`src/msc_pkg.sv`:
```
// Package: constants, layouts and carriers for the axis status and command port
// Overview of operation
// Start command sets issued flag; stop clears.
// First start pulse sets running; stop clears.
// Stop interrupt flag, cleared by status read.
// Start clears stopped flag; stop sets it.
// Error flag clears on zero cause read.
// Event flag clears on zero cause read.
// Bits 6-7 show current sequence number.
// Bits 8-12 show comparator hits.
// Override reject flag, cleared by status read.
// Bit 14 shows next-operation pre-register full.
// Bit 15 shows comparator-5 pre-register full.
// Sub bits 0-7 show terminal levels.
// Sub bits 8-10 show speed phase.
// Sub bits 11-14 show sensor inputs.
// Sub bit 15 holds latched slow-down.
// Correction pulses blank phase bits only.
// Host writes combined select and command.
// Host spaces commands four reference clocks.
// Wait request stalls early host access.
// Busy output low during post-command gap.
// Register commands move buffer data.
// Select bits or address pick axis.
// Reset leaves flags clear, stopped set.
package msc_pkg;

   // Host address lines A2..A1
   localparam logic [1:0] ADDR_MAIN    = 2'h3;
   localparam logic [1:0] ADDR_SUB     = 2'h2;
   localparam logic [1:0] ADDR_BUF_LO  = 2'h1;
   localparam logic [1:0] ADDR_BUF_HI  = 2'h0;

   // Command word layout and code groups
   localparam int         CMD_CODE_LSB  = 0;
   localparam int         CMD_SEL_LSB   = 8;
   localparam int         NUM_AXES      = 4;
   localparam logic [7:0] START_MASK    = 8'hF8;
   localparam logic [7:0] START_BASE    = 8'h50;
   localparam logic [7:0] REG_GRP_MASK  = 8'hC0;
   localparam logic [7:0] REG_WR_BASE   = 8'h80;
   localparam logic [7:0] REG_RD_BASE   = 8'hC0;
   localparam logic [7:0] REG_IDX_MASK  = 8'h3F;

   // Post-command gap, counted in reference clocks (this clock)
   localparam int         GAP_REF_CLK   = 4;
   localparam logic [2:0] GAP_CYC       = 3'(GAP_REF_CLK);
   localparam logic [2:0] GAP_ZERO      = 3'h0;
   localparam logic [2:0] GAP_STEP      = 3'h1;

   typedef struct packed {
      logic       cmp5_prereg_full;
      logic       next_op_prereg_full;
      logic       override_reject_flag;
      logic [4:0] comparator_hit_flag;
      logic [1:0] sequence_number_field;
      logic       event_summary_flag;
      logic       error_summary_flag;
      logic       stopped_flag;
      logic       stop_interrupt_flag;
      logic       running_flag;
      logic       command_issued_flag;
   } msc_main_status_t;

   typedef struct packed {
      logic       slowdown_latched_flag;
      logic       origin_active_flag;
      logic       minus_limit_flag;
      logic       plus_limit_flag;
      logic       alarm_active_flag;
      logic       constant_speed_flag;
      logic       decelerating_flag;
      logic       accelerating_flag;
      logic [7:0] gp_terminal_level;
   } msc_sub_status_t;

   // Events and levels from the pulse generator and cause registers
   typedef struct packed {
      logic       start_pulse;
      logic       op_stop;
      logic       error_irq;
      logic       event_irq;
      logic       error_cause_read;
      logic       error_cause_zero;
      logic       event_cause_read;
      logic       event_cause_zero;
      logic       move_amount_write;
      logic [1:0] seq_num;
      logic [4:0] cmp_hit;
      logic       next_op_prereg_full;
      logic       cmp5_prereg_full;
   } msc_core_evt_t;

   // Sensor and phase levels
   typedef struct packed {
      logic       accel;
      logic       decel;
      logic       constant;
      logic       correction;
      logic       alarm_input;
      logic       plus_end_limit_input;
      logic       minus_end_limit_input;
      logic       origin_input;
      logic       slowdown_input;
      logic [7:0] gp_level;
   } msc_sense_t;

   localparam msc_main_status_t MAIN_RESET = 16'h0008;
   localparam msc_sub_status_t  SUB_RESET  = 16'h0000;
   localparam logic [7:0]       GP_RESET   = 8'h00;
   localparam logic [31:0]      BUF_RESET  = 32'h0000_0000;

endpackage : msc_pkg

```
`src/msc_status_port.sv`:
```
// Module: per-axis status words, command decode, transfer buffer and access pacing
`timescale 1ns/100ps

module msc_status_port
   import msc_pkg::*;
#(
   parameter logic [1:0] AXIS_IDX = 2'h0
)
(
   // Clock and reset
   input  wire logic              core_clk_i,
   input  wire logic              rstn_i,
   // Host parallel bus
   input  wire logic              cs_n_i,
   input  wire logic              rd_n_i,
   input  wire logic              wr_n_i,
   input  wire logic [1:0]        addr_i,
   input  wire logic [1:0]        axis_addr_i,
   input  wire logic [15:0]       data_i,
   output logic [15:0]            data_o,
   output logic                   data_oe_n_o,
   output logic                   wait_request_n_o,
   output logic                   interface_busy_n_o,
   // Environment settings
   input  wire logic              stop_interrupt_enable_i,
   input  wire logic              status_hold_setting_i,
   // Core events and sensor levels
   input  wire msc_core_evt_t     core_i,
   input  wire msc_sense_t        sense_i,
   // Command and register transfer to the core
   output logic                   start_cmd_o,
   output logic [7:0]             cmd_code_o,
   output logic                   cmd_exec_o,
   output logic                   reg_wr_o,
   output logic                   reg_rd_o,
   output logic [5:0]             reg_idx_o,
   output logic [31:0]            reg_wdata_o,
   input  wire logic [31:0]       reg_rdata_i,
   // Status outputs
   output logic                   stop_irq_o,
   output logic [7:0]             gp_out_o
);

   typedef enum logic [1:0] {
      ACC_IDLE,
      ACC_WAIT,
      ACC_HOLD
   } msc_acc_state_t;

   msc_acc_state_t   acc_state_q;
   msc_main_status_t main_q;
   msc_sub_status_t  sub_q;
   logic [31:0]      buf_q;
   logic [2:0]       gap_cnt_q;
   logic [2:0]       gap_cnt_d;
   logic [15:0]      data_q;
   logic             data_oe_n_q;
   logic             wrq_n_q;
   logic             ifb_n_q;
   logic             start_q;
   logic             exec_q;
   logic             reg_wr_q;
   logic             reg_rd_q;
   logic [7:0]       code_q;
   logic [7:0]       gp_out_q;
   logic             stop_irq_q;

   logic             access;
   logic             is_rd;
   logic             busy;
   logic             take;
   logic             take_wr;
   logic             take_rd;
   logic             cmd_wr;
   logic [7:0]       cmd_code;
   logic [3:0]       cmd_sel;
   logic             axis_hit;
   logic             start_hit;
   logic             main_read;
   logic             sub_read;
   logic             operating;

   assign access    = !cs_n_i && (!rd_n_i || !wr_n_i);
   assign is_rd     = !rd_n_i;
   assign busy      = (gap_cnt_q != GAP_ZERO);
   // A new access is taken only once the post-command gap has run out
   assign take      = access && (acc_state_q != ACC_HOLD) && !busy;
   assign take_wr   = take && !is_rd;
   assign take_rd   = take && is_rd;
   assign cmd_wr    = take_wr && (addr_i == ADDR_MAIN);
   assign cmd_code  = data_i[CMD_CODE_LSB +: 8];
   assign cmd_sel   = data_i[CMD_SEL_LSB +: NUM_AXES];
   // No select bit set: the axis named by the upper address lines runs it
   assign axis_hit  = (cmd_sel == '0) ? (axis_addr_i == AXIS_IDX)
                                      : cmd_sel[AXIS_IDX];
   assign start_hit = cmd_wr && axis_hit
                      && ((cmd_code & START_MASK) == START_BASE);
   assign main_read = take_rd && (addr_i == ADDR_MAIN);
   assign sub_read  = take_rd && (addr_i == ADDR_SUB);
   assign operating = !main_q.stopped_flag;

   // Host access sequencing
   always_ff @(posedge core_clk_i)
   begin
      if (!rstn_i)
      begin
         acc_state_q <= ACC_IDLE;
      end
      else
      begin
         unique case (acc_state_q)
            ACC_IDLE, ACC_WAIT:
            begin
               if (take)
               begin
                  acc_state_q <= ACC_HOLD;
               end
               else if (access)
               begin
                  acc_state_q <= ACC_WAIT;
               end
               else
               begin
                  acc_state_q <= ACC_IDLE;
               end
            end
            ACC_HOLD:
            begin
               if (!access)
               begin
                  acc_state_q <= ACC_IDLE;
               end
            end
         endcase
      end
   end

   // Gap counter restarts on every command write
   always_comb
   begin
      if (cmd_wr)
      begin
         gap_cnt_d = GAP_CYC;
      end
      else if (busy)
      begin
         gap_cnt_d = gap_cnt_q - GAP_STEP;
      end
      else
      begin
         gap_cnt_d = GAP_ZERO;
      end
   end

   always_ff @(posedge core_clk_i)
   begin
      if (!rstn_i)
      begin
         gap_cnt_q <= GAP_ZERO;
         ifb_n_q   <= 1'b1;
         wrq_n_q   <= 1'b1;
      end
      else
      begin
         gap_cnt_q <= gap_cnt_d;
         ifb_n_q   <= (gap_cnt_d == GAP_ZERO);
         // Stall a host cycle that arrives inside the gap
         wrq_n_q   <= !(access && busy && (acc_state_q != ACC_HOLD)
                        && (gap_cnt_d != GAP_ZERO));
      end
   end

   // Read data is frozen at take so the host sees a stable word
   always_ff @(posedge core_clk_i)
   begin
      if (!rstn_i)
      begin
         data_q      <= 16'h0000;
         data_oe_n_q <= 1'b1;
      end
      else
      begin
         if (take_rd)
         begin
            unique case (addr_i)
               ADDR_MAIN:   data_q <= main_q;
               ADDR_SUB:    data_q <= sub_q;
               ADDR_BUF_LO: data_q <= buf_q[15:0];
               ADDR_BUF_HI: data_q <= buf_q[31:16];
            endcase
         end
         data_oe_n_q <= !(access && is_rd && ((acc_state_q == ACC_HOLD) || take_rd));
      end
   end

   // Transfer buffer: host halves, or loaded by a register read command
   always_ff @(posedge core_clk_i)
   begin
      if (!rstn_i)
      begin
         buf_q <= BUF_RESET;
      end
      else if (reg_rd_q)
      begin
         buf_q <= reg_rdata_i;
      end
      else if (take_wr && (addr_i == ADDR_BUF_LO))
      begin
         buf_q[15:0] <= data_i;
      end
      else if (take_wr && (addr_i == ADDR_BUF_HI))
      begin
         buf_q[31:16] <= data_i;
      end
   end

   // Command decode to the core
   always_ff @(posedge core_clk_i)
   begin
      if (!rstn_i)
      begin
         start_q  <= 1'b0;
         exec_q   <= 1'b0;
         reg_wr_q <= 1'b0;
         reg_rd_q <= 1'b0;
         code_q   <= 8'h00;
      end
      else
      begin
         start_q  <= start_hit;
         exec_q   <= cmd_wr && axis_hit;
         reg_wr_q <= cmd_wr && axis_hit
                     && ((cmd_code & REG_GRP_MASK) == REG_WR_BASE);
         reg_rd_q <= cmd_wr && axis_hit
                     && ((cmd_code & REG_GRP_MASK) == REG_RD_BASE);
         if (cmd_wr && axis_hit)
         begin
            code_q <= cmd_code;
         end
      end
   end

   // General-purpose output port write
   always_ff @(posedge core_clk_i)
   begin
      if (!rstn_i)
      begin
         gp_out_q <= GP_RESET;
      end
      else if (take_wr && (addr_i == ADDR_SUB))
      begin
         gp_out_q <= data_i[7:0];
      end
   end

   // Run state flags
   always_ff @(posedge core_clk_i)
   begin
      if (!rstn_i)
      begin
         main_q.command_issued_flag <= MAIN_RESET.command_issued_flag;
         main_q.running_flag        <= MAIN_RESET.running_flag;
         main_q.stopped_flag        <= MAIN_RESET.stopped_flag;
      end
      else
      begin
         // A stop in the same cycle as a new start leaves the axis started
         if (start_hit)
         begin
            main_q.command_issued_flag <= 1'b1;
            main_q.stopped_flag        <= 1'b0;
         end
         else if (core_i.op_stop)
         begin
            main_q.command_issued_flag <= 1'b0;
            main_q.stopped_flag        <= 1'b1;
         end
         if (core_i.start_pulse)
         begin
            main_q.running_flag <= 1'b1;
         end
         else if (core_i.op_stop)
         begin
            main_q.running_flag <= 1'b0;
         end
      end
   end

   // Sticky event flags; a set wins over a read clear in the same cycle
   always_ff @(posedge core_clk_i)
   begin
      if (!rstn_i)
      begin
         main_q.stop_interrupt_flag  <= MAIN_RESET.stop_interrupt_flag;
         main_q.override_reject_flag <= MAIN_RESET.override_reject_flag;
         main_q.error_summary_flag   <= MAIN_RESET.error_summary_flag;
         main_q.event_summary_flag   <= MAIN_RESET.event_summary_flag;
         stop_irq_q                  <= 1'b0;
      end
      else
      begin
         if (!stop_interrupt_enable_i)
         begin
            main_q.stop_interrupt_flag <= 1'b0;
         end
         else if (core_i.op_stop && operating)
         begin
            main_q.stop_interrupt_flag <= 1'b1;
         end
         else if (main_read && !status_hold_setting_i)
         begin
            main_q.stop_interrupt_flag <= 1'b0;
         end
         stop_irq_q <= stop_interrupt_enable_i && core_i.op_stop && operating;
         if (core_i.move_amount_write && !operating)
         begin
            main_q.override_reject_flag <= 1'b1;
         end
         else if (main_read && !status_hold_setting_i)
         begin
            main_q.override_reject_flag <= 1'b0;
         end
         if (core_i.error_irq)
         begin
            main_q.error_summary_flag <= 1'b1;
         end
         else if (core_i.error_cause_read && core_i.error_cause_zero)
         begin
            main_q.error_summary_flag <= 1'b0;
         end
         if (core_i.event_irq)
         begin
            main_q.event_summary_flag <= 1'b1;
         end
         else if (core_i.event_cause_read && core_i.event_cause_zero)
         begin
            main_q.event_summary_flag <= 1'b0;
         end
      end
   end

   // Level fields of the main status word
   always_ff @(posedge core_clk_i)
   begin
      if (!rstn_i)
      begin
         main_q.sequence_number_field <= MAIN_RESET.sequence_number_field;
         main_q.comparator_hit_flag   <= MAIN_RESET.comparator_hit_flag;
         main_q.next_op_prereg_full   <= MAIN_RESET.next_op_prereg_full;
         main_q.cmp5_prereg_full      <= MAIN_RESET.cmp5_prereg_full;
      end
      else
      begin
         main_q.sequence_number_field <= core_i.seq_num;
         main_q.comparator_hit_flag   <= core_i.cmp_hit;
         main_q.next_op_prereg_full   <= core_i.next_op_prereg_full;
         main_q.cmp5_prereg_full      <= core_i.cmp5_prereg_full;
      end
   end

   // Sub status word
   always_ff @(posedge core_clk_i)
   begin
      if (!rstn_i)
      begin
         sub_q <= SUB_RESET;
      end
      else
      begin
         sub_q.gp_terminal_level     <= sense_i.gp_level;
         // Correction pulses blank the phase bits; running stays set
         sub_q.accelerating_flag     <= sense_i.accel && !sense_i.correction;
         sub_q.decelerating_flag     <= sense_i.decel && !sense_i.correction;
         sub_q.constant_speed_flag   <= sense_i.constant && !sense_i.correction;
         sub_q.alarm_active_flag     <= sense_i.alarm_input;
         sub_q.plus_limit_flag       <= sense_i.plus_end_limit_input;
         sub_q.minus_limit_flag      <= sense_i.minus_end_limit_input;
         sub_q.origin_active_flag    <= sense_i.origin_input;
         // Latched so a short slow-down pulse is not missed by polling
         if (sense_i.slowdown_input)
         begin
            sub_q.slowdown_latched_flag <= 1'b1;
         end
         else if (sub_read)
         begin
            sub_q.slowdown_latched_flag <= 1'b0;
         end
      end
   end

   assign data_o             = data_q;
   assign data_oe_n_o        = data_oe_n_q;
   assign wait_request_n_o   = wrq_n_q;
   assign interface_busy_n_o = ifb_n_q;
   assign start_cmd_o        = start_q;
   assign cmd_code_o         = code_q;
   assign cmd_exec_o         = exec_q;
   assign reg_wr_o           = reg_wr_q;
   assign reg_rd_o           = reg_rd_q;
   assign reg_idx_o          = 6'(code_q & REG_IDX_MASK);
   assign reg_wdata_o        = buf_q;
   assign stop_irq_o         = stop_irq_q;
   assign gp_out_o           = gp_out_q;

endmodule : msc_status_port

```
`config.mk`:
```
export PLATFORM = sky130hd
export DESIGN_NAME = msc_status_port
export DESIGN_NICKNAME = d
export VERILOG_FILES = /design/src/msc_pkg.sv /design/src/msc_status_port.sv
export SDC_FILE = /design/constraint.sdc
export NUM_CORES = 1
export LEC_CHECK = 0
export BUFFER_PORTS_ARGS = -buffer_cell sky130_fd_sc_hd__buf_2
export CAP_MARGIN = 10
export CORE_MARGIN = 4
export CORE_UTILIZATION = 49
export CTS_CLUSTER_SIZE = 14
export DETAILED_ROUTE_END_ITERATION = 8
export GPL_ROUTABILITY_DRIVEN = 0
export PLACE_DENSITY = 0.8
export SLEW_MARGIN = 20
export SYNTH_ARGS = -nofsm -noshare
export SYNTH_HDL_FRONTEND = slang
export SYNTH_SLANG_ARGS = --single-unit
```
`constraint.sdc`:
```
create_clock -name core_clk_i -period 2.1 [get_ports core_clk_i]
set_input_delay 0 -clock core_clk_i [delete_from_list [all_inputs] [get_ports core_clk_i]]
set_output_delay 0 -clock core_clk_i [all_outputs]
set_load 0.005 [all_outputs]
```
* Word-level counts from Yosys, hierarchy flattened
Cells that the tools add are included.
** Word-level totals
- Bits in registers :: 109
- Input port bits :: 94
- Output and inout port bits :: 78
** Operators by class
- $add $sub $neg :: 1
- Equality and inequality tests :: 11
- Multiplexer cells :: 26
- Reductions and logical operators :: 60
** Operators with widths (number)
- $pmux W16 S4 :: 1
- $mux W16 :: 3
- $mux W32 :: 1
- $logic_and A1 B1 Y1 :: 30
- $reduce_bool A2 Y1 :: 9
- $mux W1 :: 16
- $eq A2 B2 Y1 const B :: 5
- $logic_not A1 Y1 :: 9
- $logic_not A2 Y1 :: 3
- $mux W3 :: 2
- $ne A2 B2 Y1 const B :: 3
- $reduce_bool A3 Y1 :: 2
- $eq A5 B4 Y1 const B :: 1
- $eq A2 B1 Y1 const B :: 2
- $logic_not A4 Y1 :: 1
- $mux W2 :: 2
- $pmux W2 S2 :: 1
- $reduce_and A2 Y1 :: 2
- $logic_not A3 Y1 :: 1
- $sub A3 B1 Y3 const B :: 1
- $logic_or A1 B1 Y1 :: 2
- $reduce_or A2 Y1 :: 1

* Logic depth before layout (Yosys ltp)
Gate-level depths: netlist of the first run.
- Depth after elaboration :: 11
- Depth in mapped cells :: 8
- Gate-level depth less buffers :: 6

* Worst setup path after synthesis of the first run
OpenSTA, ideal clock, no wires.
- Kind :: register to register
- Start :: register gap_cnt_q[0]
- End :: register buf_q[10], in the netlist reg_wdata_o[10]
- Setup time :: 0.133 ns
- Arrival time :: 1.766 ns
- Slack :: 0.202 ns
- Cell stages (with the launch flop) :: 9
- Buffers on the path :: 2
- Path through :: dfxtp_1 > nor2_1 > ha_1 > buf_4 > nand4b_4 > nor4_4 > buf_6 > mux2i_1 > a21oi_1
** Between the ends
- Cells in the longest elaborated chain, start to end :: 6
** RTL lines
- start: declaration :: RTL line msc_status_port.sv:54 : logic [2:0] gap_cnt_q;
- start signal: assignment :: RTL line msc_status_port.sv:165 : gap_cnt_q <= gap_cnt_d;
- $reduce_bool A3 Y1 :: RTL line msc_status_port.sv:85 : assign busy = (gap_cnt_q != GAP_ZERO);
- $logic_not A1 Y1 :: RTL line msc_status_port.sv:87 : assign take = access && (acc_state_q != ACC_HOLD) && !busy;
- $logic_and A1 B1 Y1 :: RTL line msc_status_port.sv:87
- $logic_and A1 B1 Y1 :: RTL line msc_status_port.sv:88 : assign take_wr = take && !is_rd;
- $logic_and A1 B1 Y1 :: RTL line msc_status_port.sv:207 : else if (take_wr && (addr_i == ADDR_BUF_LO))
- $reduce_bool A2 Y1 (no source line)
- end signal: assignment :: RTL line msc_status_port.sv:205 : buf_q <= reg_rdata_i;
- end signal: assignment :: RTL line msc_status_port.sv:209 : buf_q[15:0] <= data_i;
- end: declaration :: RTL line msc_status_port.sv:53 : logic [31:0] buf_q;
Every way passes these cells.
A chain may end at the register's enable or synchronous reset.

* Worst setup path after layout of the first run
- Start :: register gap_cnt_q[0]
- End :: register buf_q[23], in the netlist reg_wdata_o[23]
** Between the ends
- Cells in the longest elaborated chain, start to end :: 7
- Elaborated cells between the ends (all ways) :: 9
- Classes of those cells :: eq/ne (1); reduce/logical (8)
** RTL lines
- $reduce_bool A3 Y1 * :: RTL line msc_status_port.sv:85
- $logic_not A1 Y1 * :: RTL line msc_status_port.sv:87
- $logic_and A1 B1 Y1 * :: RTL line msc_status_port.sv:87
- $logic_and A1 B1 Y1 * :: RTL line msc_status_port.sv:88
- $logic_and A1 B1 Y1 (on tied branches) :: RTL line msc_status_port.sv:207, msc_status_port.sv:211
- $ne A2 B2 Y1 (no source line) / $reduce_bool A2 Y1 (equally long branches)
- $reduce_and A2 Y1 (no source line) *
- end signal: assignment :: RTL line msc_status_port.sv:205
- end signal: assignment :: RTL line msc_status_port.sv:213 : buf_q[31:16] <= data_i;
Every way passes the cells marked *; elsewhere a longest branch is shown, timed or not.

==> flow_summary.ini, run 1 <==
[outcome]
outcome = completed

[min_path]
worst_hold_path_type = primary input to flip-flop
hold_path_cell_cnt = 3

[cts]
cts_tree = done
max-clock-path-buffers = 2
cts.htree.levels = 3
clock_latency_ns = 0.36
cts_root_buf = clkbuf_8
cts.sinks = 109
numCtsBuffers = 9
worst_setup_hold_path_clk_slew_ns = 0.10

[synthesis]
seq_area_frac_synth_pct = 48.3
synthesis.nets = 535
async_flop_share_pct = 0
synth_largest_area_cell = dfxtp_1
syn-instance-count = 439
synthesis.area_sq_mm = 0.00451
synth_top_cells_by_count = dfxtp_1, nand2_1, mux2i_1, a21oi_1, o21ai_0
synth_most_common_cell = dfxtp_1
ys_dominant_reg_cell = dfxtp_1
synth_edf_count = 0
yosys_warnings = 0
postSynthAreaPerCell_sq_um = 10.3
synthTopCellsByArea = dfxtp_1, mux2i_1, mux4_2
synth_top_area_share_pct = 48.3
yosys_reg_bits = 109
ys_types = 43

[finish]
total_inserted_antenna_cells = 0
finish.utilization_pct = 72.7
layout.cell_area.non_filler_sq_mm = 0.00644
fillers = 639
final_layout_size_suffix_gt1_share_pct = 32.0
final_nets = 777
area.growth.synth_to_final_pct = 42.6

[grt]
antenna_found_initial = 0
first_global_vias = 4500
globalRouteTotalUtil_pct = 26.3
grt_pass1_wl_um = 22800
grt_start_max_net_pins = 79
grt_overflow = 0

[place]
dpl_cell_area_sq_mm = 0.00539
detailedPlacementHpwl_um = 9120
portBuffers = 171
pre_cts_slack_ns = 0.147

[route]
post-route-drc-count = 0
drtPass1Iterations = 5
vias_per_cell = 5.37
ant_nets = 0
drt_iter0_markers = 209
routed_wirelength_um = 14100
post_drt_wl_per_cell_um = 17.8
vias = 4260

[setup_path]
worstSetupStartpoint = gap_cnt_q[0]
startpoint_type = flip-flop
worst-path-max-fanout = 16
critPathCapture = reg_wdata_o[23]
crit_arrival_ns = 2.15
reg2regPathDepth = 7
rrSetupSlack_ns = 0.18
worstSetupPathType = flip-flop to flip-flop
cp-end-kind = flip-flop
r2r-start = gap_cnt_q[0]
cp_data_required_time_ns = 2.33
crit-reg2reg-capture = reg_wdata_o[23]

[timing]
finalWorstPathRequiredPeriod_ns = 1.92
highest_clock_frequency_the_design_can_meet_ghz = 0.521
timing_max_transition_violations_final = 0
fin_worst_skew_ns = 0.0104
final_critical_path_setup_slack_ns = 0.180
hold_viol_final = 0
fin_hold_ws_ns = 0.0418
maxSlewHeadroom_pct = 58.2
rsz0062_at_grt = no
final.setup.tns_ns = 0
fraction_of_the_cycle_the_final_worst_path_needs_pct = 91.4
finalSetupViolCount = 0
actual_transition_at_the_worst_max_transition_pin_ns = 0.628

[floorplanning]
boundaryPins = 172
design.core.area_sq_mm = 0.00885
chipHeight_um = 104
fp.dieArea_sq_mm = 0.0108
die_width_um = 104
floorplan.rows = 34
floorplan.initialDensity_pct = 51.0

[power]
worst_ir_drop_vdd_uv = 359
cellLeakagePower_nw = 2.98
power.density_cell_area_mw_per_mm2 = 592

[run]
max-cap-violations = 0
-- power breakdown --
| group | internal (W) | switching, W |
|---|---|---|
| Clock | 0.000461 | 0.000703 |
| Combinational | 0.000284 | 0.000219 |
| Sequential | 0.00212 | 0.0000245 |
| Total | 0.00286 | 0.000947 |
-- through the flow --
step                total power, W  std cells
global placement           0.00254        691
finish                     0.00381        793
global route               0.00395        793
detailed placement         0.00255        691
floorplan                  0.00237        439
CTS                        0.00381        793
-- critical path, cell delays in order (launching register included) --
cell      delay [ns]
dfxtp_1         0.34
nor2_1          0.20
ha_2            0.34
and4bb_2        0.26
nand3_2         0.07
buf_4           0.25
mux2i_1         0.22
a21oi_1         0.09
-- timing repair --
action / in CTS / in global routing
resized for setup: 0 / 1
setup buffers: 0 / 0
endpoints found under the hold margin: 79 / 0
hold buffers: 87 / 0
setup endpoints to repair: 0 / 16
-- state kept, by name (all words and copies together) (netlist names) --
signal	cells
gap_cnt_q	3
data_o	16
acc_state_q	2
data_oe_n_o	1
wait_request_n_o	1
start_cmd_o	1
reg_wdata_o	32
reg_wr_o	1
stop_irq_o	1
main_q	16
reg_rd_o	1
cmd_code_o	8
sub_q	16
cmd_exec_o	1
gp_out_o	8
interface_busy_n_o	1
-- cells by family after synthesis --
logic type	synth area share, %
flip-flops	48.3
AO/OA/AOI/OAI	12.1
adder cells (fa/ha/maj)	0.554
multiplexers	18.6
buffers and inverters	4.57
AND/OR/NAND/NOR	15.8
-- routing by layer --
metal	routed length, um	vias up	part of all wire (%)	track usage [%]
met5	0	-	0	0
met4	698	0	5.0	14.8
met3	956	52	6.8	4.78
met1	5540	1983	39	30.7
li1	-	2009	-	-
met2	6900	216	49	45.2
-- how the worst min path moves through the flow --
stage / from / endpoint / slack [ns]
6_report: wr_n_i / acc_state_q[1] / 0.04
2_1_floorplan: data_i[6] / reg_wr_o / 0.08
3_5_place_dp: sense_i[14] / sub_q[10] / 0.21
4_1_cts: wr_n_i / acc_state_q[1] / 0.02
3_3_place_gp: sense_i[11] / sub_q[12] / 0.21
5_1_grt: wr_n_i / acc_state_q[1] / 0.04
-- cell usage in the layout (no fill, tap or decap), types with 2 or more instances in the layout --
cell type	instances
a21boi_0	18
a21oi_1	38
and2_1	27
and4_1	2
buf_2	171
buf_4	7
clkbuf_8	10
clkinv_2	2
dfxtp_1	109
dlygate4sd3_1	87
inv_1	4
mux2i_1	48
mux4_2	16
nand2_1	55
nand2b_1	3
nor2_1	6
nor2b_1	14
nor3_1	4
o21a_1	2
o21ai_0	33
or3_1	2
-- layout make-up --
| class | count | area, sq um | area share (%) |
|---|---|---|---|
| clock buffers | 10 | 138 | 2.14 |
| multi-input cells | 290 | 2130 | 33.1 |
| clock inverters | 5 | 35.0 | 0.544 |
| flip-flops and latches | 109 | 2180 | 33.9 |
| inverters | 5 | 18.8 | 0.292 |
| repair buffers | 266 | 1800 | 28.0 |
| well taps | 108 | 135 | 2.10 |
Note: power is estimated with default switching activity, not from simulation.
==> inputs of run 2 (changes only) <==
--- a/config.mk
+++ b/config.mk
@@ -13,6 +13,7 @@
 export DETAILED_ROUTE_END_ITERATION = 8
 export GPL_ROUTABILITY_DRIVEN = 0
 export PLACE_DENSITY = 0.8
+export SKIP_CTS_REPAIR_TIMING = 1
 export SLEW_MARGIN = 20
 export SYNTH_ARGS = -nofsm -noshare
 export SYNTH_HDL_FRONTEND = slang
==> constraint.sdc (replaced) <==
create_clock -name core_clk_i -period 1.8 [get_ports core_clk_i]
set_input_delay 0 -clock core_clk_i [delete_from_list [all_inputs] [get_ports core_clk_i]]
set_output_delay 0 -clock core_clk_i [all_outputs]
set_load 0.005 [all_outputs]
==> run 2 against run 1 <==
Net effect: the run now ends with negative hold slack left; power rose by 21%; utilization rose by 1.6 points; largest power group unchanged; clock skew rose by 0.00086 ns; maximum frequency rose by 9.1%; worst setup slack got worse by 0.14 ns; clock power rose by 31%; clock-buffer cell count did not move; global-route usage fell by 3.7 points; hold slack got worse by 0.058 ns.
==> flow_summary.ini, run 2 (synthesis results as in run 1) <==
[grt]
antenna_found_initial = 1
globalRouteTotalUtil_pct = 22.6
grt_overflow = 0
grt_pass1_wl_um = 19900
first_global_vias = 4003
grt_start_max_net_pins = 78

[power]
internal_power_w = 0.00349
combinationalPowerShare_pct = 13.0
net_switching_power_w = 0.00113
cellLeakagePower_nw = 3.05
share_of_total_power_in_the_clock_network_pct = 32.8
power.sequential.fraction_pct = 54.1
worst_ir_drop_vdd_uv = 512
power.density_cell_area_mw_per_mm2 = 702
power.switching_fraction_pct = 24.4

[floorplanning]
fp.dieArea_sq_mm = 0.0108
floorplan.rows = 34
floorplan.initialDensity_pct = 51.0
die_width_um = 104
boundaryPins = 172
chipHeight_um = 104
design.core.area_sq_mm = 0.00885

[cts]
cts_tree = done
cts.htree.levels = 3
max-clock-path-buffers = 2
worst_setup_hold_path_clk_slew_ns = 0.11
numCtsBuffers = 9
cts.sinks = 109
cts_root_buf = clkbuf_8
clock_latency_ns = 0.36

[route]
vias = 4342
post_drt_wl_per_cell_um = 18.4
routed_wirelength_um = 14700
drt_iter0_markers = 281
drtPass1Iterations = 5
post-route-drc-count = 0
vias_per_cell = 5.43
ant_nets = 0

[place]
pre_cts_slack_ns = -0.0232
portBuffers = 171
detailedPlacementHpwl_um = 9370
placed_cells_incl_taps = 698

[finish]
layout.cells.non_filler = 799
flip_flop_count_of_the_largest_register_after_layout = 32
fillers = 611
area.growth.synth_to_final_pct = 45.6
final_layout_size_suffix_gt1_share_pct = 33.2
layout.cells.most_common_list = buf_2, dfxtp_1, dlygate4sd3_1
final_nets = 782
mostFrequentLayoutCell = buf_2

[timing]
actual_transition_at_the_worst_max_transition_pin_ns = 0.501
rsz0062_at_grt = yes
hold_viol_final = 3
fin_worst_skew_ns = 0.0113
fin_hold_ws_ns = -0.0162
final_critical_path_setup_slack_ns = 0.0406
finalSetupViolCount = 0
highest_clock_frequency_the_design_can_meet_ghz = 0.568
fraction_of_the_cycle_the_final_worst_path_needs_pct = 97.7
maxSlewHeadroom_pct = 66.3
finalWorstPathRequiredPeriod_ns = 1.76
timing_max_transition_violations_final = 0

[setup_path]
crit_arrival_ns = 2.00
cp-end-kind = flip-flop
cp_data_required_time_ns = 2.04
worstSetupPathType = flip-flop to flip-flop
startpoint_type = flip-flop
worst-path-max-fanout = 8

[run]
max-cap-violations = 0

[outcome]
outcome = finished, violations left
failing_checks = negative hold slack

[min_path]
worst_hold_path_type = primary input to flip-flop
## run 2: path summary, 6_finish.rpt
kind | start | slack [ns] | depth (start not counted) | endpoint
worst min-delay path | data_i[14] | -0.02 | 3 | reg_wdata_o[14]
worst min register to register | cmd_code_o[6] | 0.47 | 2 | cmd_code_o[6]
worst max-delay path | gap_cnt_q[1] | 0.04 | 8 | reg_wdata_o[10]
worst max register to register | gap_cnt_q[1] | 0.04 | 8 | reg_wdata_o[10]
## run 2: through the flow
| stage | instance area [sq um] | power (W) | utilization (%) | setup TNS [ns] |
|---|---|---|---|---|
| after global placement | 5500 | 0.00298 | 62.1 | 0 |
| after detailed placement | 5500 | 0.00299 | 62.1 | -0.0692 |
| after global routing | 6580 | 0.00477 | 74.3 | -0.120 |
| after floorplan | 4520 | 0.00277 | - | -0.603 |
| final | 6580 | 0.00462 | 74.3 | 0 |
| after CTS | 5690 | 0.00445 | 64.3 | -0.555 |
## run 2: worst max-delay path: stages (launching register included)
cell       delay (ns)
dfxtp_1          0.37
nor2_4           0.14
ha_4             0.20
nand4b_4         0.12
nor4_4           0.15
buf_4            0.18
clkbuf_16        0.17
mux2i_1          0.20
a21oi_1          0.10
## run 2: power groups by stage
stage,Combinational (W),Sequential (W),Clock [W]
final,0.000602,0.00250,0.00152
after detailed placement,0.000437,0.00255,0
after global placement,0.000428,0.00255,0
after CTS,0.000439,0.00250,0.00152
after floorplan,0.000223,0.00255,0
after global routing,0.000650,0.00251,0.00161
## run 2: area by class of cell
type                            instances  area [sq um]  area share (%)
Multi-Input combinational cell        290          2150            32.6
Sequential cell                       109          2180            33.2
Inverter                                5          18.8           0.285
Clock buffer                           10           138            2.09
Timing Repair Buffer                  271          1890            28.8
Antenna cell                            1          2.50          0.0381
Tap cell                              108           135            2.06
Clock inverter                          5          58.8           0.894
## run 2: metal layers
metal | GRT usage (%) | vias to the layer above | share of wire, %
met3 | 3.97 | 43 | 6.1
met1 | 27.9 | 2064 | 39
li1 | - | 2020 | -
met2 | 38.5 | 215 | 51
met5 | 0 | - | 0
met4 | 10.4 | 0 | 3.8
==> inputs of run 3 (changes only) <==
--- a/config.mk
+++ b/config.mk
@@ -6,8 +6,8 @@
 export NUM_CORES = 1
 export LEC_CHECK = 0
 export BUFFER_PORTS_ARGS = -buffer_cell sky130_fd_sc_hd__buf_2
-export CAP_MARGIN = 10
-export CORE_MARGIN = 4
+export CAP_MARGIN = 5
+export CORE_MARGIN = 3
 export CORE_UTILIZATION = 49
 export CTS_CLUSTER_SIZE = 14
 export DETAILED_ROUTE_END_ITERATION = 8
==> run 3 against run 2 <==
Net effect: the flow still finishes with violations (negative hold slack); critical path depth stayed put; combinational power is essentially flat; wire length is 1.4% lower; global-route usage rose by 0.28 points; final area increased by 0.29%; register-to-register slack barely moved; first-iteration DRC count shrank 22%; clock-buffer cell count unchanged; power shrank 0.19%; sequential power about the same; critical path type unchanged; critical endpoint is now reg_wdata_o[3]; largest cell class unchanged.
==> flow_summary.ini, run 3 (synthesis results as in run 1) <==
[timing]
fraction_of_the_cycle_the_final_worst_path_needs_pct = 98.1
fin_worst_skew_ns = 0.0120
final_critical_path_setup_slack_ns = 0.0347
fin_hold_ws_ns = -0.0136
highest_clock_frequency_the_design_can_meet_ghz = 0.566
finalWorstPathRequiredPeriod_ns = 1.77
actual_transition_at_the_worst_max_transition_pin_ns = 0.506
final.setup.tns_ns = 0
hold_viol_final = 1
timing_max_transition_violations_final = 0
maxSlewHeadroom_pct = 66.3
finalSetupViolCount = 0

[finish]
multiInputGateArea_sq_mm = 0.00215
layout.cells.most_common_list = buf_2, dfxtp_1, dlygate4sd3_1
flip_flop_count_of_the_largest_register_after_layout = 32
finish.utilization_pct = 74.5
fillers = 629
final_layout_size_suffix_gt1_share_pct = 33.3
sequential_cell_area_sq_mm = 0.00218
area.growth.synth_to_final_pct = 46.1
mostFrequentLayoutCell = buf_2
final_nets = 781

[setup_path]
r2r-start = gap_cnt_q[0]
crit_arrival_ns = 1.99
reg2regPathDepth = 8
cp-end-kind = flip-flop
crit_path_top_delay_cell = dfxtp_2
startpoint_type = flip-flop
cp_data_required_time_ns = 2.03
critical-path-max-stage-delay_ns = 0.36
worst-path-max-fanout = 8
path_cells = nor2_4, ha_4, nand4b_4, nor4_4, buf_4, clkbuf_16, mux2i_1, a21oi_1
cp_top_family = simple AND/OR/NAND/NOR gates
crit-reg2reg-capture = reg_wdata_o[3]
worstSetupPathType = flip-flop to flip-flop
number_of_buffer_and_inverter_stages_on_the_critical_path = 2
rrSetupSlack_ns = 0.03

[route]
drt_iter0_markers = 220
drtPass1Iterations = 5
post-route-drc-count = 0
routed_wirelength_um = 14500
ant_nets = 0
post_drt_wl_per_cell_um = 18.2
vias = 4280
vias_per_cell = 5.35

[cts]
cts_root_buf = clkbuf_8
worst_setup_hold_path_clk_slew_ns = 0.10
max-clock-path-buffers = 2
clock_latency_ns = 0.35
cts_tree = done
numCtsBuffers = 9
cts.sinks = 109
cts.htree.levels = 3

[power]
worst_ir_drop_vdd_uv = 473
internal_power_w = 0.00349
cellLeakagePower_nw = 3.06
combinationalPowerShare_pct = 13.1
power.density_cell_area_mw_per_mm2 = 699
share_of_total_power_in_the_clock_network_pct = 32.7
p_total_w = 0.00461
power.sequential.fraction_pct = 54.2
net_switching_power_w = 0.00112
power.switching_fraction_pct = 24.2

[min_path]
hold_start = data_i[11]
hold_path_cell_cnt = 3
worst_hold_path_type = primary input to flip-flop
holdPathEnd = reg_wdata_o[27]

[grt]
grt_start_max_net_pins = 111
grt_overflow = 0
first_global_vias = 3647
globalRouteTotalUtil_pct = 22.9
antenna_found_initial = 1
grt_pass1_wl_um = 18500

[floorplanning]
chipHeight_um = 102
boundaryPins = 172
floorplan.initialDensity_pct = 51.0
die_width_um = 102
floorplan.rows = 34
fp.dieArea_sq_mm = 0.0104
design.core.area_sq_mm = 0.00885

[place]
pre_cts_slack_ns = -0.0797
detailedPlacementHpwl_um = 8940
portBuffers = 171

[outcome]
outcome = finished, violations left
failing_checks = negative hold slack

[run]
max-cap-violations = 0
-- run 3: worst max path at each step --
stage | startpoint | endpoint | slack (ns) | depth (start not counted)
after floorplan | gap_cnt_q[0] | reg_wdata_o[10] | -0.06 | 8
after global routing | gap_cnt_q[0] | reg_wdata_o[3] | -0.03 | 8
after detailed placement | gap_cnt_q[0] | cmd_code_o[0] | -0.08 | 6
final | gap_cnt_q[0] | reg_wdata_o[3] | 0.03 | 8
after CTS | gap_cnt_q[0] | cmd_code_o[0] | -0.10 | 6
after global placement | gap_cnt_q[0] | reg_wdata_o[0] | 0.07 | 7
-- run 3: power by group through the flow --
stage / combinational, W / sequential (W) / clock [W]
6_report: 0.000602 / 0.00250 / 0.00151
5_1_grt: 0.000648 / 0.00251 / 0.00161
4_1_cts: 0.000433 / 0.00250 / 0.00153
3_5_place_dp: 0.000432 / 0.00255 / 0
2_1_floorplan: 0.000223 / 0.00255 / 0
3_3_place_gp: 0.000424 / 0.00255 / 0
-- run 3: stage by stage --
stage,cells,instance area [sq um]
2_1_floorplan,439,4520
3_3_place_gp,695,5470
3_5_place_dp,695,5470
4_1_cts,711,5670
5_1_grt,799,6590
6_report,800,6590
-- run 3: routing by layer --
metal / up-vias / global-route usage, % / share of wire, %
met5: - / 0 / 0
met4: 0 / 7.47 / 3.5
met3: 46 / 4.64 / 5.7
met2: 207 / 37.2 / 50
met1: 2007 / 30.7 / 41
li1: 2020 / - / -
-- run 3: tightest hold or removal path: cells and delay by family --
kind / cells / cell delay (ns)
buffers and inverters: 1 / 0.11
muxes: 1 / 0.07
AOI/OAI and AO/OA: 1 / 0.12
-- run 3: layout make-up --
type | count | area share [%]
antenna | 2 | 0.0759
clock buffer | 10 | 2.09
clock inverter | 6 | 0.949
inverter | 5 | 0.285
multi-input combinational | 290 | 32.6
sequential | 109 | 33.1
tap | 108 | 2.05
timing repair buffer | 270 | 28.8
